### config.mk
export PLATFORM = sky130hd
export DESIGN_NAME = smns_top
export DESIGN_NICKNAME = d
export VERILOG_FILES = /design/src/hw/smns_pkg.sv /design/src/hw/smns_sync.sv /design/src/hw/smns_tick.sv /design/src/hw/smns_top.sv
export VERILOG_INCLUDE_DIRS = /design/src /design/src/hw
export SDC_FILE = /design/constraint.sdc
export NUM_CORES = 1
export LEC_CHECK = 0
export ABC_AREA = 1
export BUFFER_PORTS_ARGS = -buffer_cell sky130_fd_sc_hd__buf_2
export CAP_MARGIN = 5
export CORE_ASPECT_RATIO = 2
export CORE_MARGIN = 3
export CORE_UTILIZATION = 55
export DETAILED_ROUTE_END_ITERATION = 16
export HOLD_SLACK_MARGIN = 0.06
export PLACE_DENSITY_LB_ADDON = 0.15
export SLEW_MARGIN = 25
export SYNTH_ARGS = -nofsm -noshare
export SYNTH_HDL_FRONTEND = slang
export SYNTH_SLANG_ARGS = --single-unit
### constraint.sdc
create_clock -name sys_clk -period 7.3 [get_ports sys_clk]
set_input_delay 0.365 -clock sys_clk [delete_from_list [all_inputs] [get_ports sys_clk]]
set_output_delay 0.365 -clock sys_clk [all_outputs]
set_load 0.03 [all_outputs]
### src/hw/smns_defs.svh
// Purpose: Offsets, field positions, reset values and timing counts of the startup selector.
// Assumes: 100 MHz system clock.
// Notes:   Times are kept in their own unit; the hold and blink cycle counts are derived from them.
`ifndef SMNS_DEFS_SVH
`define SMNS_DEFS_SVH

`define SMNS_CLK_HZ          100000000
`define SMNS_CYC_PER_MS      (`SMNS_CLK_HZ / 1000)
`define SMNS_HALL_HOLD_MS    1000
`define SMNS_BLINK_PERIOD_MS 1000
`define SMNS_HALL_HOLD_CYC   (`SMNS_HALL_HOLD_MS * `SMNS_CYC_PER_MS)
`define SMNS_BLINK_HALF_CYC  ((`SMNS_BLINK_PERIOD_MS * `SMNS_CYC_PER_MS) / 2)
`define SMNS_SETTLE_CYC      3'h4

`define SMNS_ID_ALL_FLOAT    8'hFF
`define SMNS_NVM_PROG_ADDR   16'h4000
`define SMNS_NVM_NO_AUTORUN  16'h0001

`define SMNS_OFF_STATUS      12'h000
`define SMNS_OFF_NODE_ID     12'h004
`define SMNS_OFF_NVM_WR      12'h008
`define SMNS_OFF_SETUP       12'h00C

`define SMNS_ST_DONE         0
`define SMNS_ST_CANOPEN      1
`define SMNS_ST_UNCONF       2
`define SMNS_ST_AUTORUN      3
`define SMNS_ST_SLAVE        4
`define SMNS_ST_HALL_OVR     5
`define SMNS_ST_PROG_OK      6
`define SMNS_ST_RUNNING      7
`define SMNS_ST_STRAP_LSB    16

`define SMNS_RST_WORD        32'h0000_0000
`define SMNS_RST_NVM_DATA    16'h0000
`define SMNS_RST_NODE_ID     8'h00

`endif

### src/hw/smns_pkg.sv
// Purpose: Types shared by the startup selector modules.
// Assumes: Nothing beyond the defines header.
// Notes:   Strap fields are active high here: 1 means the pin is tied to ground.
package smns_pkg;

	typedef enum logic {
		SMNS_MODE_VENDOR,
		SMNS_MODE_CANOPEN
	} smns_mode_t;

	typedef enum logic [2:0] {
		SMNS_SETTLE,
		SMNS_WAIT_NVM,
		SMNS_HALL,
		SMNS_DONE
	} smns_state_t;

	typedef struct packed {
		logic       proto_on;
		logic [6:0] id_on;
	} smns_straps_t;

	typedef struct packed {
		logic        setup_valid;
		logic        id_from_sw;
		logic [7:0]  sw_node_id;
		logic [15:0] prog_word0;
		logic        prog_image_ok;
	} smns_nvm_setup_t;

	typedef struct packed {
		logic        req;
		logic [15:0] addr;
		logic [15:0] data;
	} smns_nvm_wr_t;

endpackage

### src/hw/smns_sync.sv
// Purpose: Two-flop synchroniser, one chain per bit.
// Assumes: Inputs are slow levels from pins.
// Notes:   The first stage feeds only the second stage.
`timescale 1ns/1ps
`default_nettype none
module smns_sync #(
	parameter int          W       = 1,
	parameter logic [W-1:0] RST_VAL = '0
) (
	input  wire logic         sys_clk,
	input  wire logic         rst_n,
	input  wire logic [W-1:0] d,
	output var  logic [W-1:0] q
);
	if (W < 1) begin : g_bad
		$error("smns_sync: W must be at least 1.");
	end

	for (genvar i = 0; i < W; i++) begin : g_bit
		logic meta_r;
		// Two stages per bit keep metastability away from the logic.
		always_ff @(posedge sys_clk or negedge rst_n) begin
			if (!rst_n) begin
				meta_r <= RST_VAL[i];
				q[i]   <= RST_VAL[i];
			end else begin
				meta_r <= d[i];
				q[i]   <= meta_r;
			end
		end
	end
endmodule
`default_nettype wire

### src/hw/smns_tick.sv
// Purpose: Divider that gives a one-cycle enable pulse every PERIOD cycles.
// Assumes: Single clock domain.
// Notes:   The count restarts whenever en is low, so the first tick is a full period away.
`timescale 1ns/1ps
`default_nettype none
module smns_tick #(
	parameter int PERIOD = 2
) (
	input  wire logic sys_clk,
	input  wire logic rst_n,
	input  wire logic en,
	output var  logic tick
);
	if (PERIOD < 1) begin : g_bad
		$error("smns_tick: PERIOD must be at least 1.");
	end

	logic [31:0] cnt_r;
	logic [31:0] cnt_nxt;
	logic        tick_nxt;

	// Count up to the period, then wrap and pulse.
	always_comb begin
		cnt_nxt  = cnt_r + 32'h1;
		tick_nxt = 1'b0;
		if (!en) begin
			cnt_nxt = 32'h0;
		end else if (cnt_r == 32'(PERIOD - 1)) begin
			cnt_nxt  = 32'h0;
			tick_nxt = 1'b1;
		end
	end

	always_ff @(posedge sys_clk or negedge rst_n) begin
		if (!rst_n) begin
			cnt_r <= 32'h0;
			tick  <= 1'b0;
		end else begin
			cnt_r <= cnt_nxt;
			tick  <= tick_nxt;
		end
	end
endmodule
`default_nettype wire

### src/hw/smns_top.sv
// Purpose: Power-on selection of CAN protocol mode, node identifier and auto-run for a motion drive.
// Assumes: Straps and Hall pins are pulled up on board; NVM contents arrive on nvm_setup with nvm_ready.
// Notes:   Mode, identifier and run policy are decided once after reset and then frozen until the next power-on reset.
// Function
// - A strap counts as asserted when its pin is grounded and deasserted when it floats.
// - A grounded protocol strap selects CANopen, a floating one selects the vendor CAN program mode.
// - With all seven identifier straps floating the identifier becomes 255.
// - The strap identifier is used when the stored setup picks hardware or is invalid.
// - A valid stored setup picking software supplies its own identifier from 1 to 255.
// - The strap identifier is limited to 1 to 127, or 255 when all straps float.
// - In vendor mode the drive auto-runs a valid stored program once the motor supply comes on.
// - Writing 0x0001 to the first NVM word at 0x4000 invalidates the program for later power-ups.
// - All Hall inputs held low for about one second at power-on, until green lights, force slave mode.
// - Without a valid program the drive enters slave mode whatever the Hall inputs do.
// - All straps are sampled once at power-up and the settings follow that sample.
// - CANopen mode with identifier 255 leaves the drive unconfigured, awaiting layer-setting service.
// - Unconfigured, only layer-setting service traffic is accepted or sent, boot-up included.
// - Unconfigured, the green ready indicator flashes with a one-second period.
//
// The APB slave port and the placing of the registers are this design's own decisions.
`timescale 1ns/1ps
`default_nettype none
`include "smns_defs.svh"
module smns_top import smns_pkg::*; #(
	parameter int HALL_HOLD_CYC  = `SMNS_HALL_HOLD_CYC,
	parameter int BLINK_HALF_CYC = `SMNS_BLINK_HALF_CYC,
	parameter int HALL_W         = 3
) (
	input  wire logic            sys_clk,
	input  wire logic            rst_b,
	input  wire logic            proto_strap_n,
	input  wire logic [6:0]      node_id_strap_bit_n,
	input  wire logic [HALL_W-1:0] hall_in,
	input  wire logic            motor_supply_on,
	input  wire logic            nvm_ready,
	input  wire smns_nvm_setup_t nvm_setup,
	input  wire logic            can_rx_valid,
	input  wire logic            can_rx_lss,
	input  wire logic            can_tx_req,
	input  wire logic            can_tx_lss,
	input  wire logic [11:0]     paddr,
	input  wire logic            psel,
	input  wire logic            penable,
	input  wire logic            pwrite,
	input  wire logic [31:0]     pwdata,
	input  wire logic [3:0]      pstrb,
	output var  logic [31:0]     prdata,
	output var  logic            pready,
	output var  logic            pslverr,
	output var  smns_mode_t      proto_mode,
	output var  logic [7:0]      node_identifier,
	output var  logic            config_done,
	output var  logic            unconfigured,
	output var  logic            autorun_armed,
	output var  logic            slave_mode,
	output var  logic            program_start,
	output var  logic            program_run,
	output var  logic            led_ready,
	output var  logic            can_rx_accept,
	output var  logic            can_tx_grant,
	output var  smns_nvm_wr_t    nvm_wr
);
	if (HALL_HOLD_CYC < 1 || BLINK_HALF_CYC < 1 || HALL_W < 1) begin : g_bad
		$error("smns_top: counts and widths must be at least 1.");
	end

	localparam int SW = 9 + HALL_W;

	////////////////////////////////////////////////////////////////////////////////
	// Reset release and pin synchronisation.

	logic rst_meta_r;
	logic rst_n;

	// Reset asserts at once but releases on the clock, so no flop sees a runt release.
	always_ff @(posedge sys_clk or negedge rst_b) begin
		if (!rst_b) begin
			rst_meta_r <= 1'b0;
			rst_n      <= 1'b0;
		end else begin
			rst_meta_r <= 1'b1;
			rst_n      <= rst_meta_r;
		end
	end

	logic [SW-1:0]     pins_s;
	logic              s_proto_n;
	logic [6:0]        s_id_n;
	logic [HALL_W-1:0] s_hall;
	logic              s_motor;

	smns_sync #(
		.W       (SW),
		.RST_VAL ({1'b0, {HALL_W{1'b1}}, 8'hFF})
	) u_sync (
		.sys_clk (sys_clk),
		.rst_n   (rst_n),
		.d       ({motor_supply_on, hall_in, node_id_strap_bit_n, proto_strap_n}),
		.q       (pins_s)
	);

	assign {s_motor, s_hall, s_id_n, s_proto_n} = pins_s;

	////////////////////////////////////////////////////////////////////////////////
	// Power-up sequence: settle, capture, Hall hold window.

	smns_state_t     state_r,    state_nxt;
	logic [2:0]      settle_r,   settle_nxt;
	logic [31:0]     hold_r,     hold_nxt;
	logic            hall_ok_r,  hall_ok_nxt;
	logic            hall_ovr_r, hall_ovr_nxt;
	smns_straps_t    straps_r,   straps_nxt;
	smns_nvm_setup_t setup_r,    setup_nxt;
	logic            hall_all_low;

	assign hall_all_low = (s_hall == '0);

	// Straps are read once, after the synchronisers have filled; later changes are never looked at.
	always_comb begin
		state_nxt    = state_r;
		settle_nxt   = settle_r;
		hold_nxt     = hold_r;
		hall_ok_nxt  = hall_ok_r;
		hall_ovr_nxt = hall_ovr_r;
		straps_nxt   = straps_r;
		setup_nxt    = setup_r;
		case (state_r)
			SMNS_SETTLE: begin
				if (settle_r == `SMNS_SETTLE_CYC - 3'h1) begin
					state_nxt = SMNS_WAIT_NVM;
				end else begin
					settle_nxt = settle_r + 3'h1;
				end
			end
			SMNS_WAIT_NVM: begin
				if (nvm_ready) begin
					straps_nxt.proto_on = ~s_proto_n;
					straps_nxt.id_on    = ~s_id_n;
					setup_nxt           = nvm_setup;
					hold_nxt            = 32'h0;
					hall_ok_nxt         = hall_all_low;
					state_nxt           = SMNS_HALL;
				end
			end
			SMNS_HALL: begin
				hall_ok_nxt = hall_ok_r & hall_all_low;
				if (hold_r == 32'(HALL_HOLD_CYC - 1)) begin
					hall_ovr_nxt = hall_ok_r & hall_all_low;
					state_nxt    = SMNS_DONE;
				end else begin
					hold_nxt = hold_r + 32'h1;
				end
			end
			SMNS_DONE: begin
				state_nxt = SMNS_DONE;
			end
			default: begin
				state_nxt = SMNS_SETTLE;
			end
		endcase
	end

	always_ff @(posedge sys_clk or negedge rst_n) begin
		if (!rst_n) begin
			state_r    <= SMNS_SETTLE;
			settle_r   <= 3'h0;
			hold_r     <= 32'h0;
			hall_ok_r  <= 1'b0;
			hall_ovr_r <= 1'b0;
			straps_r   <= '0;
			setup_r    <= '0;
		end else begin
			state_r    <= state_nxt;
			settle_r   <= settle_nxt;
			hold_r     <= hold_nxt;
			hall_ok_r  <= hall_ok_nxt;
			hall_ovr_r <= hall_ovr_nxt;
			straps_r   <= straps_nxt;
			setup_r    <= setup_nxt;
		end
	end

	////////////////////////////////////////////////////////////////////////////////
	// Resolution of mode, identifier and run policy from the captured values.

	logic       done;
	logic [7:0] hw_id;
	logic [7:0] id_res;
	logic       use_hw;
	logic       prog_ok;
	logic       autorun;

	assign done    = (state_r == SMNS_DONE);
	assign hw_id   = (straps_r.id_on == 7'h00) ? `SMNS_ID_ALL_FLOAT
	                                           : {1'b0, straps_r.id_on};
	// A stored software identifier of zero is outside 1..255, so it is treated as an invalid setup.
	assign use_hw  = !setup_r.setup_valid || !setup_r.id_from_sw
	               || (setup_r.sw_node_id == 8'h00);
	assign id_res  = use_hw ? hw_id : setup_r.sw_node_id;
	assign prog_ok = setup_r.prog_image_ok
	               && (setup_r.prog_word0 != `SMNS_NVM_NO_AUTORUN);
	assign autorun = straps_r.proto_on ? 1'b0
	               : (prog_ok && !hall_ovr_r);

	smns_mode_t mode_nxt;
	logic [7:0] id_nxt;
	logic       unconf_nxt;
	logic       arm_nxt;
	logic       slave_nxt;
	logic       start_nxt;
	logic       run_nxt;

	// Outputs are loaded once the sequence ends and hold afterwards, except program_start and program_run, which wait for the motor supply.
	always_comb begin
		mode_nxt   = proto_mode;
		id_nxt     = node_identifier;
		unconf_nxt = unconfigured;
		arm_nxt    = autorun_armed;
		slave_nxt  = slave_mode;
		run_nxt    = program_run;
		start_nxt  = 1'b0;
		if (done) begin
			mode_nxt   = straps_r.proto_on ? SMNS_MODE_CANOPEN : SMNS_MODE_VENDOR;
			id_nxt     = id_res;
			unconf_nxt = straps_r.proto_on && (id_res == `SMNS_ID_ALL_FLOAT);
			arm_nxt    = autorun;
			slave_nxt  = !autorun;
			if (autorun && s_motor && !program_run) begin
				start_nxt = 1'b1;
				run_nxt   = 1'b1;
			end
		end
	end

	always_ff @(posedge sys_clk or negedge rst_n) begin
		if (!rst_n) begin
			proto_mode      <= SMNS_MODE_VENDOR;
			node_identifier <= `SMNS_RST_NODE_ID;
			config_done     <= 1'b0;
			unconfigured    <= 1'b0;
			autorun_armed   <= 1'b0;
			slave_mode      <= 1'b0;
			program_start   <= 1'b0;
			program_run     <= 1'b0;
		end else begin
			proto_mode      <= mode_nxt;
			node_identifier <= id_nxt;
			config_done     <= done;
			unconfigured    <= unconf_nxt;
			autorun_armed   <= arm_nxt;
			slave_mode      <= slave_nxt;
			program_start   <= start_nxt;
			program_run     <= run_nxt;
		end
	end

	////////////////////////////////////////////////////////////////////////////////
	// Ready indicator and CAN traffic gate.

	logic blink_tick;

	smns_tick #(
		.PERIOD (BLINK_HALF_CYC)
	) u_blink (
		.sys_clk (sys_clk),
		.rst_n   (rst_n),
		.en      (unconfigured),
		.tick    (blink_tick)
	);

	logic led_nxt;
	logic rx_nxt;
	logic tx_nxt;

	// Until the sequence ends nothing passes; unconfigured, only layer-setting frames do.
	always_comb begin
		led_nxt = config_done;
		if (unconfigured) begin
			led_nxt = blink_tick ? !led_ready : led_ready;
		end
		rx_nxt = can_rx_valid && config_done && (!unconfigured || can_rx_lss);
		tx_nxt = can_tx_req && config_done && (!unconfigured || can_tx_lss);
	end

	always_ff @(posedge sys_clk or negedge rst_n) begin
		if (!rst_n) begin
			led_ready     <= 1'b0;
			can_rx_accept <= 1'b0;
			can_tx_grant  <= 1'b0;
		end else begin
			led_ready     <= led_nxt;
			can_rx_accept <= rx_nxt;
			can_tx_grant  <= tx_nxt;
		end
	end

	////////////////////////////////////////////////////////////////////////////////
	// APB slave: one wait state, pready is a registered one-cycle pulse.

	logic        access;
	logic        commit_wr;
	logic        mapped;
	logic [31:0] rd;
	logic [15:0] wdata_r, wdata_nxt;
	logic [31:0] prdata_nxt;
	logic        pready_nxt;
	logic        pslverr_nxt;
	smns_nvm_wr_t nvm_wr_nxt;

	assign access    = psel && penable;
	assign commit_wr = access && pready && pwrite && (paddr == `SMNS_OFF_NVM_WR);

	// Read decode; misaligned and unknown offsets are unmapped and answer with an error.
	always_comb begin
		rd     = `SMNS_RST_WORD;
		mapped = 1'b0;
		case (paddr)
			`SMNS_OFF_STATUS: begin
				mapped                  = 1'b1;
				rd[`SMNS_ST_DONE]       = config_done;
				rd[`SMNS_ST_CANOPEN]    = (proto_mode == SMNS_MODE_CANOPEN);
				rd[`SMNS_ST_UNCONF]     = unconfigured;
				rd[`SMNS_ST_AUTORUN]    = autorun_armed;
				rd[`SMNS_ST_SLAVE]      = slave_mode;
				rd[`SMNS_ST_HALL_OVR]   = hall_ovr_r;
				rd[`SMNS_ST_PROG_OK]    = prog_ok;
				rd[`SMNS_ST_RUNNING]    = program_run;
				rd[`SMNS_ST_STRAP_LSB +: 8] = straps_r;
			end
			`SMNS_OFF_NODE_ID: begin
				mapped = 1'b1;
				rd     = {16'h0000, hw_id, node_identifier};
			end
			`SMNS_OFF_NVM_WR: begin
				mapped = 1'b1;
				rd     = {16'h0000, wdata_r};
			end
			`SMNS_OFF_SETUP: begin
				mapped = 1'b1;
				rd     = {5'h00, setup_r};
			end
			default: begin
				mapped = 1'b0;
			end
		endcase
	end

	// A write to the NVM word register becomes a one-cycle write request to the first program word.
	always_comb begin
		pready_nxt  = access && !pready;
		pslverr_nxt = access && !pready && !mapped;
		prdata_nxt  = (access && !pready && !pwrite) ? rd : `SMNS_RST_WORD;
		wdata_nxt   = wdata_r;
		if (commit_wr && pstrb[0]) begin
			wdata_nxt[7:0] = pwdata[7:0];
		end
		if (commit_wr && pstrb[1]) begin
			wdata_nxt[15:8] = pwdata[15:8];
		end
		nvm_wr_nxt.req  = commit_wr && (pstrb[1:0] != 2'b00);
		nvm_wr_nxt.addr = `SMNS_NVM_PROG_ADDR;
		nvm_wr_nxt.data = wdata_nxt;
	end

	always_ff @(posedge sys_clk or negedge rst_n) begin
		if (!rst_n) begin
			prdata  <= `SMNS_RST_WORD;
			pready  <= 1'b0;
			pslverr <= 1'b0;
			wdata_r <= `SMNS_RST_NVM_DATA;
			nvm_wr  <= '0;
		end else begin
			prdata  <= prdata_nxt;
			pready  <= pready_nxt;
			pslverr <= pslverr_nxt;
			wdata_r <= wdata_nxt;
			nvm_wr  <= nvm_wr_nxt;
		end
	end
endmodule
`default_nettype wire

==> results of run 1 <==
[routing by layer]
metal	up-vias	wire length, um
li1	3957	-
met1	3932	8718
met2	216	15400
met3	73	922
met4	0	1418
met5	-	0
[per-stage QoR]
stage | util | total power [mW]
floorplan | - | 1.180
global placement | 0.6098 | 1.207
detailed placement | 0.6098 | 1.208
CTS | 0.6491 | 2.104
global route | 0.6491 | 2.151
finish | 0.6491 | 2.080
[what timing repair did]
item,4_1_cts,5_1_grt
hold endpoints to repair,14,0
resized for setup,0,0
hold buffers,13,0
[synth_stat cells (all sizes together)]
library cell / n
xor2: 30
o221ai: 2
buf: 42
a31oi: 2
nand3b: 2
o31ai: 1
clkbuf: 8
o21ai: 68
nand4: 15
nor2: 213
dfrtp: 176
a21oi: 31
and3: 2
clkinv: 2
conb: 2
nand2: 240
inv: 135
ha: 4
dfstp: 22
a211oi: 3
o211a: 3
nor3: 41
or2: 2
nor4: 1
nand3: 75
xnor2: 11
o22ai: 18
nor3b: 4
o21bai: 1
mux2: 5
mux2i: 1
[cells by family after synthesis]
group | Yosys count | share of synthesized area
mux | 6 | 0.006705
xor+xnor | 41 | 0.03631
other cells | 2 | 0.0007594
fa+ha+maj | 4 | 0.005061
buf+inv | 187 | 0.08743
compound gates | 129 | 0.08882
simple gates | 595 | 0.2711
flops | 198 | 0.5038
[registers in the layout (all words and copies together) (netlist names), 2 cells and up]
| register | cells |
|---|---|
| hold_r | 32 |
| node_identifier | 8 |
| nvm_wr | 2 |
| prdata | 27 |
| settle_r | 3 |
| setup_r | 27 |
| state_r | 2 |
| straps_r | 8 |
| u_blink.cnt_r | 32 |
| u_sync.g_bit.meta_r | 12 |
| u_sync.q | 12 |
| wdata_r | 16 |
[final timing paths]
kind	startpoint	endpoint	slack, ps
max	hold_r[0]	hold_r[1]	5130
min	nvm_setup[26]	setup_r[26]	160
max reg2reg	hold_r[0]	hold_r[1]	5130
min reg2reg	rst_n	can_rx_accept	290
max in group asynchronous	rst_n	prdata[7]	5760
min in group asynchronous	rst_b	rst_meta_r	240
[report_power, final]
| group | internal [mW] | total, mW | switching, mW | leakage, nW |
|---|---|---|---|---|
| logic | 0.0235 | 0.0741 | 0.0506 | 2.79 |
| clock network | 0.457 | 0.889 | 0.432 | 0.278 |
| registers | 1.11 | 1.12 | 0.00689 | 2.43 |
[cell type report]
cell class | instances | area, um2 | share of cell area
Tap cell | 210 | 262.8 | 0.02321
Timing Repair Buffer | 159 | 880.8 | 0.07781
Clock inverter | 13 | 111.4 | 0.009836
Inverter | 137 | 514.2 | 0.04542
Clock buffer | 19 | 442.9 | 0.03912
Multi-Input combinational cell | 797 | 4123 | 0.3642
Sequential cell | 198 | 4986 | 0.4404
==> flow_summary.json, run 1 <==
{
  "num_vias": 8178,
  "fp.coreArea_um2": 17440,
  "worst-path-buf-inv": 0,
  "setup_viol": 0,
  "drt-initial-drc-count": 400,
  "n_antenna_cell": 0,
  "htreeDepth": 4,
  "ys_types": 47,
  "p_leak_nw": 5.493,
  "syn_to_final_growth_pct": 14.47,
  "grt_first_pass_wirelength_um": 41540,
  "antenna_found_initial": 0,
  "finalWorstSetupSlack_ps": 5133,
  "cap_violations": 0,
  "numPortBuffers": 143,
  "wl_um": 26460,
  "cts_tree": "yes",
  "globalplace.congestion": 0.9234,
  "final_cells": 1533,
  "rows": 68,
  "grt_max_degree": 161,
  "synth.largest_area_cell": "dfrtp_1",
  "cp-end-kind": "register",
  "cts_made_buffers": 17,
  "cts_root_buf": "clkbuf_16",
  "gr-total-overflow": 0,
  "crit_required_ps": 7610,
  "grt_usage": 0.2764,
  "synth-seq-cells": 198,
  "holdCritPathClass": "in2reg",
  "post_cts_buffers": 0,
  "dp_slack_ps": 5090,
  "ys_seq_area_frac": 0.5038,
  "path_cells": "ha_1 > nand2_1 > nor2_4 > nand2_4 > nor2_4 > nand2_4 > nand2_8 > nand2_4 > nand3_1 > o21ai_2",
  "crit_arrival_ps": 2480,
  "clkLatencyLatePin_ps": 440,
  "cp.depth": 10,
  "stdcell_area_um2": 11320,
  "yosys_warnings": 0,
  "place_area_um2": 10640,
  "vdd_drop_max_uv": 140.0,
  "whs_path_depth": 2,
  "io_pins": 182,
  "post-route-min-period_ps": 2167,
  "p_per_area_nw_per_um2": 183.7,
  "r2r_cells": 10,
  "worst-path-max-fanout": 31,
  "met3_usage": 0.03504,
  "avgSynthCellArea_um2": 8.511,
  "layout-drive-gt1-share": 0.2237,
  "cts.path.max_buffers": 2,
  "rsz0062_at_grt": "no",
  "globalRoute.busiestLayer": "met2",
  "crit_path_start_kind": "register",
  "slew_viol_final": 0,
  "layout.cells.most_common_list": "nand2_1 (223), nor2_1 (203), dfrtp_1 (175)",
  "drc": 0,
  "ys_top_cells_by_area": "dfrtp_1 (45%), nand2_1 (8.5%), nor2_1 (7.7%), dfstp_2 (5.8%), inv_1 (4.8%)",
  "cts.sinks": 198,
  "relSlewSlack": 0.3752,
  "die_h_um": 195.6,
  "worst_pin_slew_ps": 936.1,
  "fmax_ghz": 0.4615,
  "use_met1": 0.2762,
  "crit_type": "reg2reg",
  "finalCritPeriodShare": 0.2968,
  "drt-pass1-iter-count": 5,
  "syn-cell-area_um2": 9889,
  "finalHoldViolCount": 0,
  "synth_cells": 1162,
  "status": "completed",
  "viasPerCell": 5.335,
  "dp_cells": 1488,
  "die_x_um": 100.8,
  "dieArea_um2": 19720,
  "dpl.hpwl_um": 20190,
  "gr-usage-met2": 0.5275,
  "clk_pin_slew_ps": 70,
  "crit_family": "simple AND/OR/NAND/NOR gates",
  "final.setup.tns_ps": 0,
  "grt_pass1_vias": 8221,
  "synth_top_area_frac": 0.4453,
  "crit_top_cell": "nand2_4",
  "num-fill-cells": 1548,
  "wl_per_cell_um": 17.26,
  "final_common_cell": "nand2_1",
  "antenna_left": 0,
  "final_nets": 1411,
  "crit_path_max_incr_delay_ps": 460,
  "fin_skew_ps": 9.407,
  "start_util": 0.5670,
  "critPathSlowestCell": "dfrtp_1",
  "holdWs_ps": 157.2
}
No activity file was read; power rests on OpenSTA's default activity.
==> run 2, diff against run 1 <==
==> constraint.sdc (replaced) <==
create_clock -name sys_clk -period 2.23 [get_ports sys_clk]
set_input_delay 0.1115 -clock sys_clk [delete_from_list [all_inputs] [get_ports sys_clk]]
set_output_delay 0.1115 -clock sys_clk [all_outputs]
set_load 0.03 [all_outputs]
==> run 2 against run 1 <==
Critical path type unchanged. Largest power group unchanged. First-iteration DRC count decreased by 18%. Die area unchanged. Global-route usage increased by 1.7 points. Core utilization increased by 4.1 points. Combinational power increased to 4.5 times the previous value. Cell count increased by 4.4%. Clock skew increased by 0.74 ps. Largest cell class unchanged. Wire length increased by 5.6%. Maximum frequency increased by 4.7%. Via count increased by 3.3%.
==> flow_summary.json, run 2 (synthesis gave the netlist of run 1 again) <==
{
  "status": "completed",
  "clk_pin_slew_ps": 70,
  "cts_root_buf": "clkbuf_16",
  "wl_um": 27930,
  "grt_max_degree": 57,
  "whs_endpoint": "prdata[19]",
  "finalPower_mw": 7.039,
  "grt_usage": 0.2934,
  "holdCritPathClass": "in2reg",
  "r2r_end": "hold_r[1]",
  "final_core_util": 0.6897,
  "final_nets": 1478,
  "die_x_um": 100.8,
  "critPathSlowestCell": "dfrtp_1",
  "cts.path.max_buffers": 2,
  "fin_skew_ps": 10.15,
  "grt_pass1_vias": 8787,
  "slew_viol_final": 0,
  "drc": 0,
  "fp.coreArea_um2": 17440,
  "finalCritPeriodShare": 0.9277,
  "layout.cells.most_common_list": "nand2_1 (223), nor2_1 (203), dfrtp_1 (175)",
  "globalplace.congestion": 0.9584,
  "num_vias": 8448,
  "htreeDepth": 4,
  "gr-total-overflow": 0,
  "whs_path_depth": 4,
  "antenna_left": 0,
  "r2r_start": "hold_r[0]",
  "syn_to_final_growth_pct": 21.63,
  "rsz0062_at_grt": "no",
  "crit_path_start_kind": "register",
  "cts_tree": "yes",
  "relSlewSlack": 0.6245,
  "r2r_cells": 10,
  "setup_viol": 0,
  "wl_per_cell_um": 17.46,
  "dpl.hpwl_um": 21050,
  "dieArea_um2": 19720,
  "worst-path-max-fanout": 31,
  "post_cts_buffers": 0,
  "clkLatencyLatePin_ps": 430,
  "drt-pass1-iter-count": 5,
  "cts.sinks": 198,
  "path_cells": "ha_1 > nand2_1 > nor2_4 > nand2_4 > nor2_4 > nand2_4 > nand2_8 > nand2_4 > nand3_1 > o21ai_2",
  "viasPerCell": 5.280,
  "worst_pin_slew_ps": 561.3,
  "drt-initial-drc-count": 330,
  "final.setup.tns_ps": 0,
  "grt_first_pass_wirelength_um": 44430,
  "dp_slack_ps": 165.9,
  "dp_cells": 1501,
  "p_leak_nw": 5.815,
  "numPortBuffers": 143,
  "crit_top_cell": "nand2_4",
  "die_h_um": 195.6,
  "final_common_cell": "nand2_1",
  "antenna_found_initial": 0,
  "rows": 68,
  "r2r_slack_ps": 160,
  "fmax_ghz": 0.4834,
  "vdd_drop_max_uv": 437.3,
  "cp-end-kind": "register",
  "finalWorstSetupSlack_ps": 161.2,
  "layout-drive-gt1-share": 0.2223,
  "postCtsResizedCells": 0,
  "finalHoldViolCount": 0,
  "cts_made_buffers": 17,
  "n_antenna_cell": 0,
  "cap_violations": 0,
  "cts_hold_buffers": 67,
  "min_from": "paddr[2]",
  "crit_path_max_incr_delay_ps": 450,
  "post-route-min-period_ps": 2069,
  "crit_type": "reg2reg",
  "crit_required_ps": 2540,
  "reg_top3": "hold_r (32), u_blink.cnt_r (32)",
  "final_cells": 1600,
  "crit_arrival_ps": 2380,
  "register_area_um2": 4986,
  "start_util": 0.5670,
  "multi_input_area_um2": 4130,
  "io_pins": 182,
  "p_per_area_nw_per_um2": 585.2,
  "num-fill-cells": 1418
}
[run 2: cell count changes in the layout (fill, tap and decap cells not counted), sizes merged]
| cell | previous run | this run |
|---|---|---|
| dlygate4sd3 | 13 | 67 |
| clkinv | 6 | 5 |
| clkbuf | 19 | 21 |
| inv | 144 | 143 |
| buf | 146 | 159 |
[run 2: cell type report]
cell class | instances | area share
Timing Repair Buffer | 226 | 0.1284
Tap cell | 210 | 0.02184
Clock inverter | 11 | 0.008217
Clock buffer | 21 | 0.04098
Multi-Input combinational cell | 797 | 0.3434
Sequential cell | 198 | 0.4145
Inverter | 137 | 0.04275
[run 2: critical path: cells and delay by family, from the launching register on]
kind	cells	cell delay [ps]
and+or+nand+nor	8	1220
DFF	1	450
adders and majority gates	1	200
AOI/OAI and AO/OA	1	60
[run 2: per-layer routing]
layer  up-vias  routed length (um)  GRT usage
met5         -                   0          0
met4         0                1831     0.1794
met3        95                 901    0.03611
met2       248               15990     0.5554
met1      4029                9215     0.2905
li1       4076                   -          -
[run 2: stage by stage]
stage | cell area, um2 | hold slack (ps)
floorplan | 9968 | -184.1
global placement | 10770 | -102.9
detailed placement | 10770 | -101.6
CTS | 12030 | 71.11
global route | 12030 | 110.6
finish | 12030 | 87.13
[run 2: how the worst max path moves through the flow]
stage,startpoint,endpoint,slack (ps),cells after the start
finish,hold_r[0],hold_r[1],160,10
global route,hold_r[0],hold_r[1],5,10
CTS,hold_r[0],hold_r[1],150,10
detailed placement,hold_r[0],hold_r[1],170,10
global placement,hold_r[0],hold_r[1],220,10
floorplan,rst_n,autorun_armed,220,0
[run 2: power breakdown]
part	internal (mW)	switching, mW
Clock	1.63	1.42
Sequential	3.63	0.0205
Combinational	0.145	0.188
Total	5.41	1.63
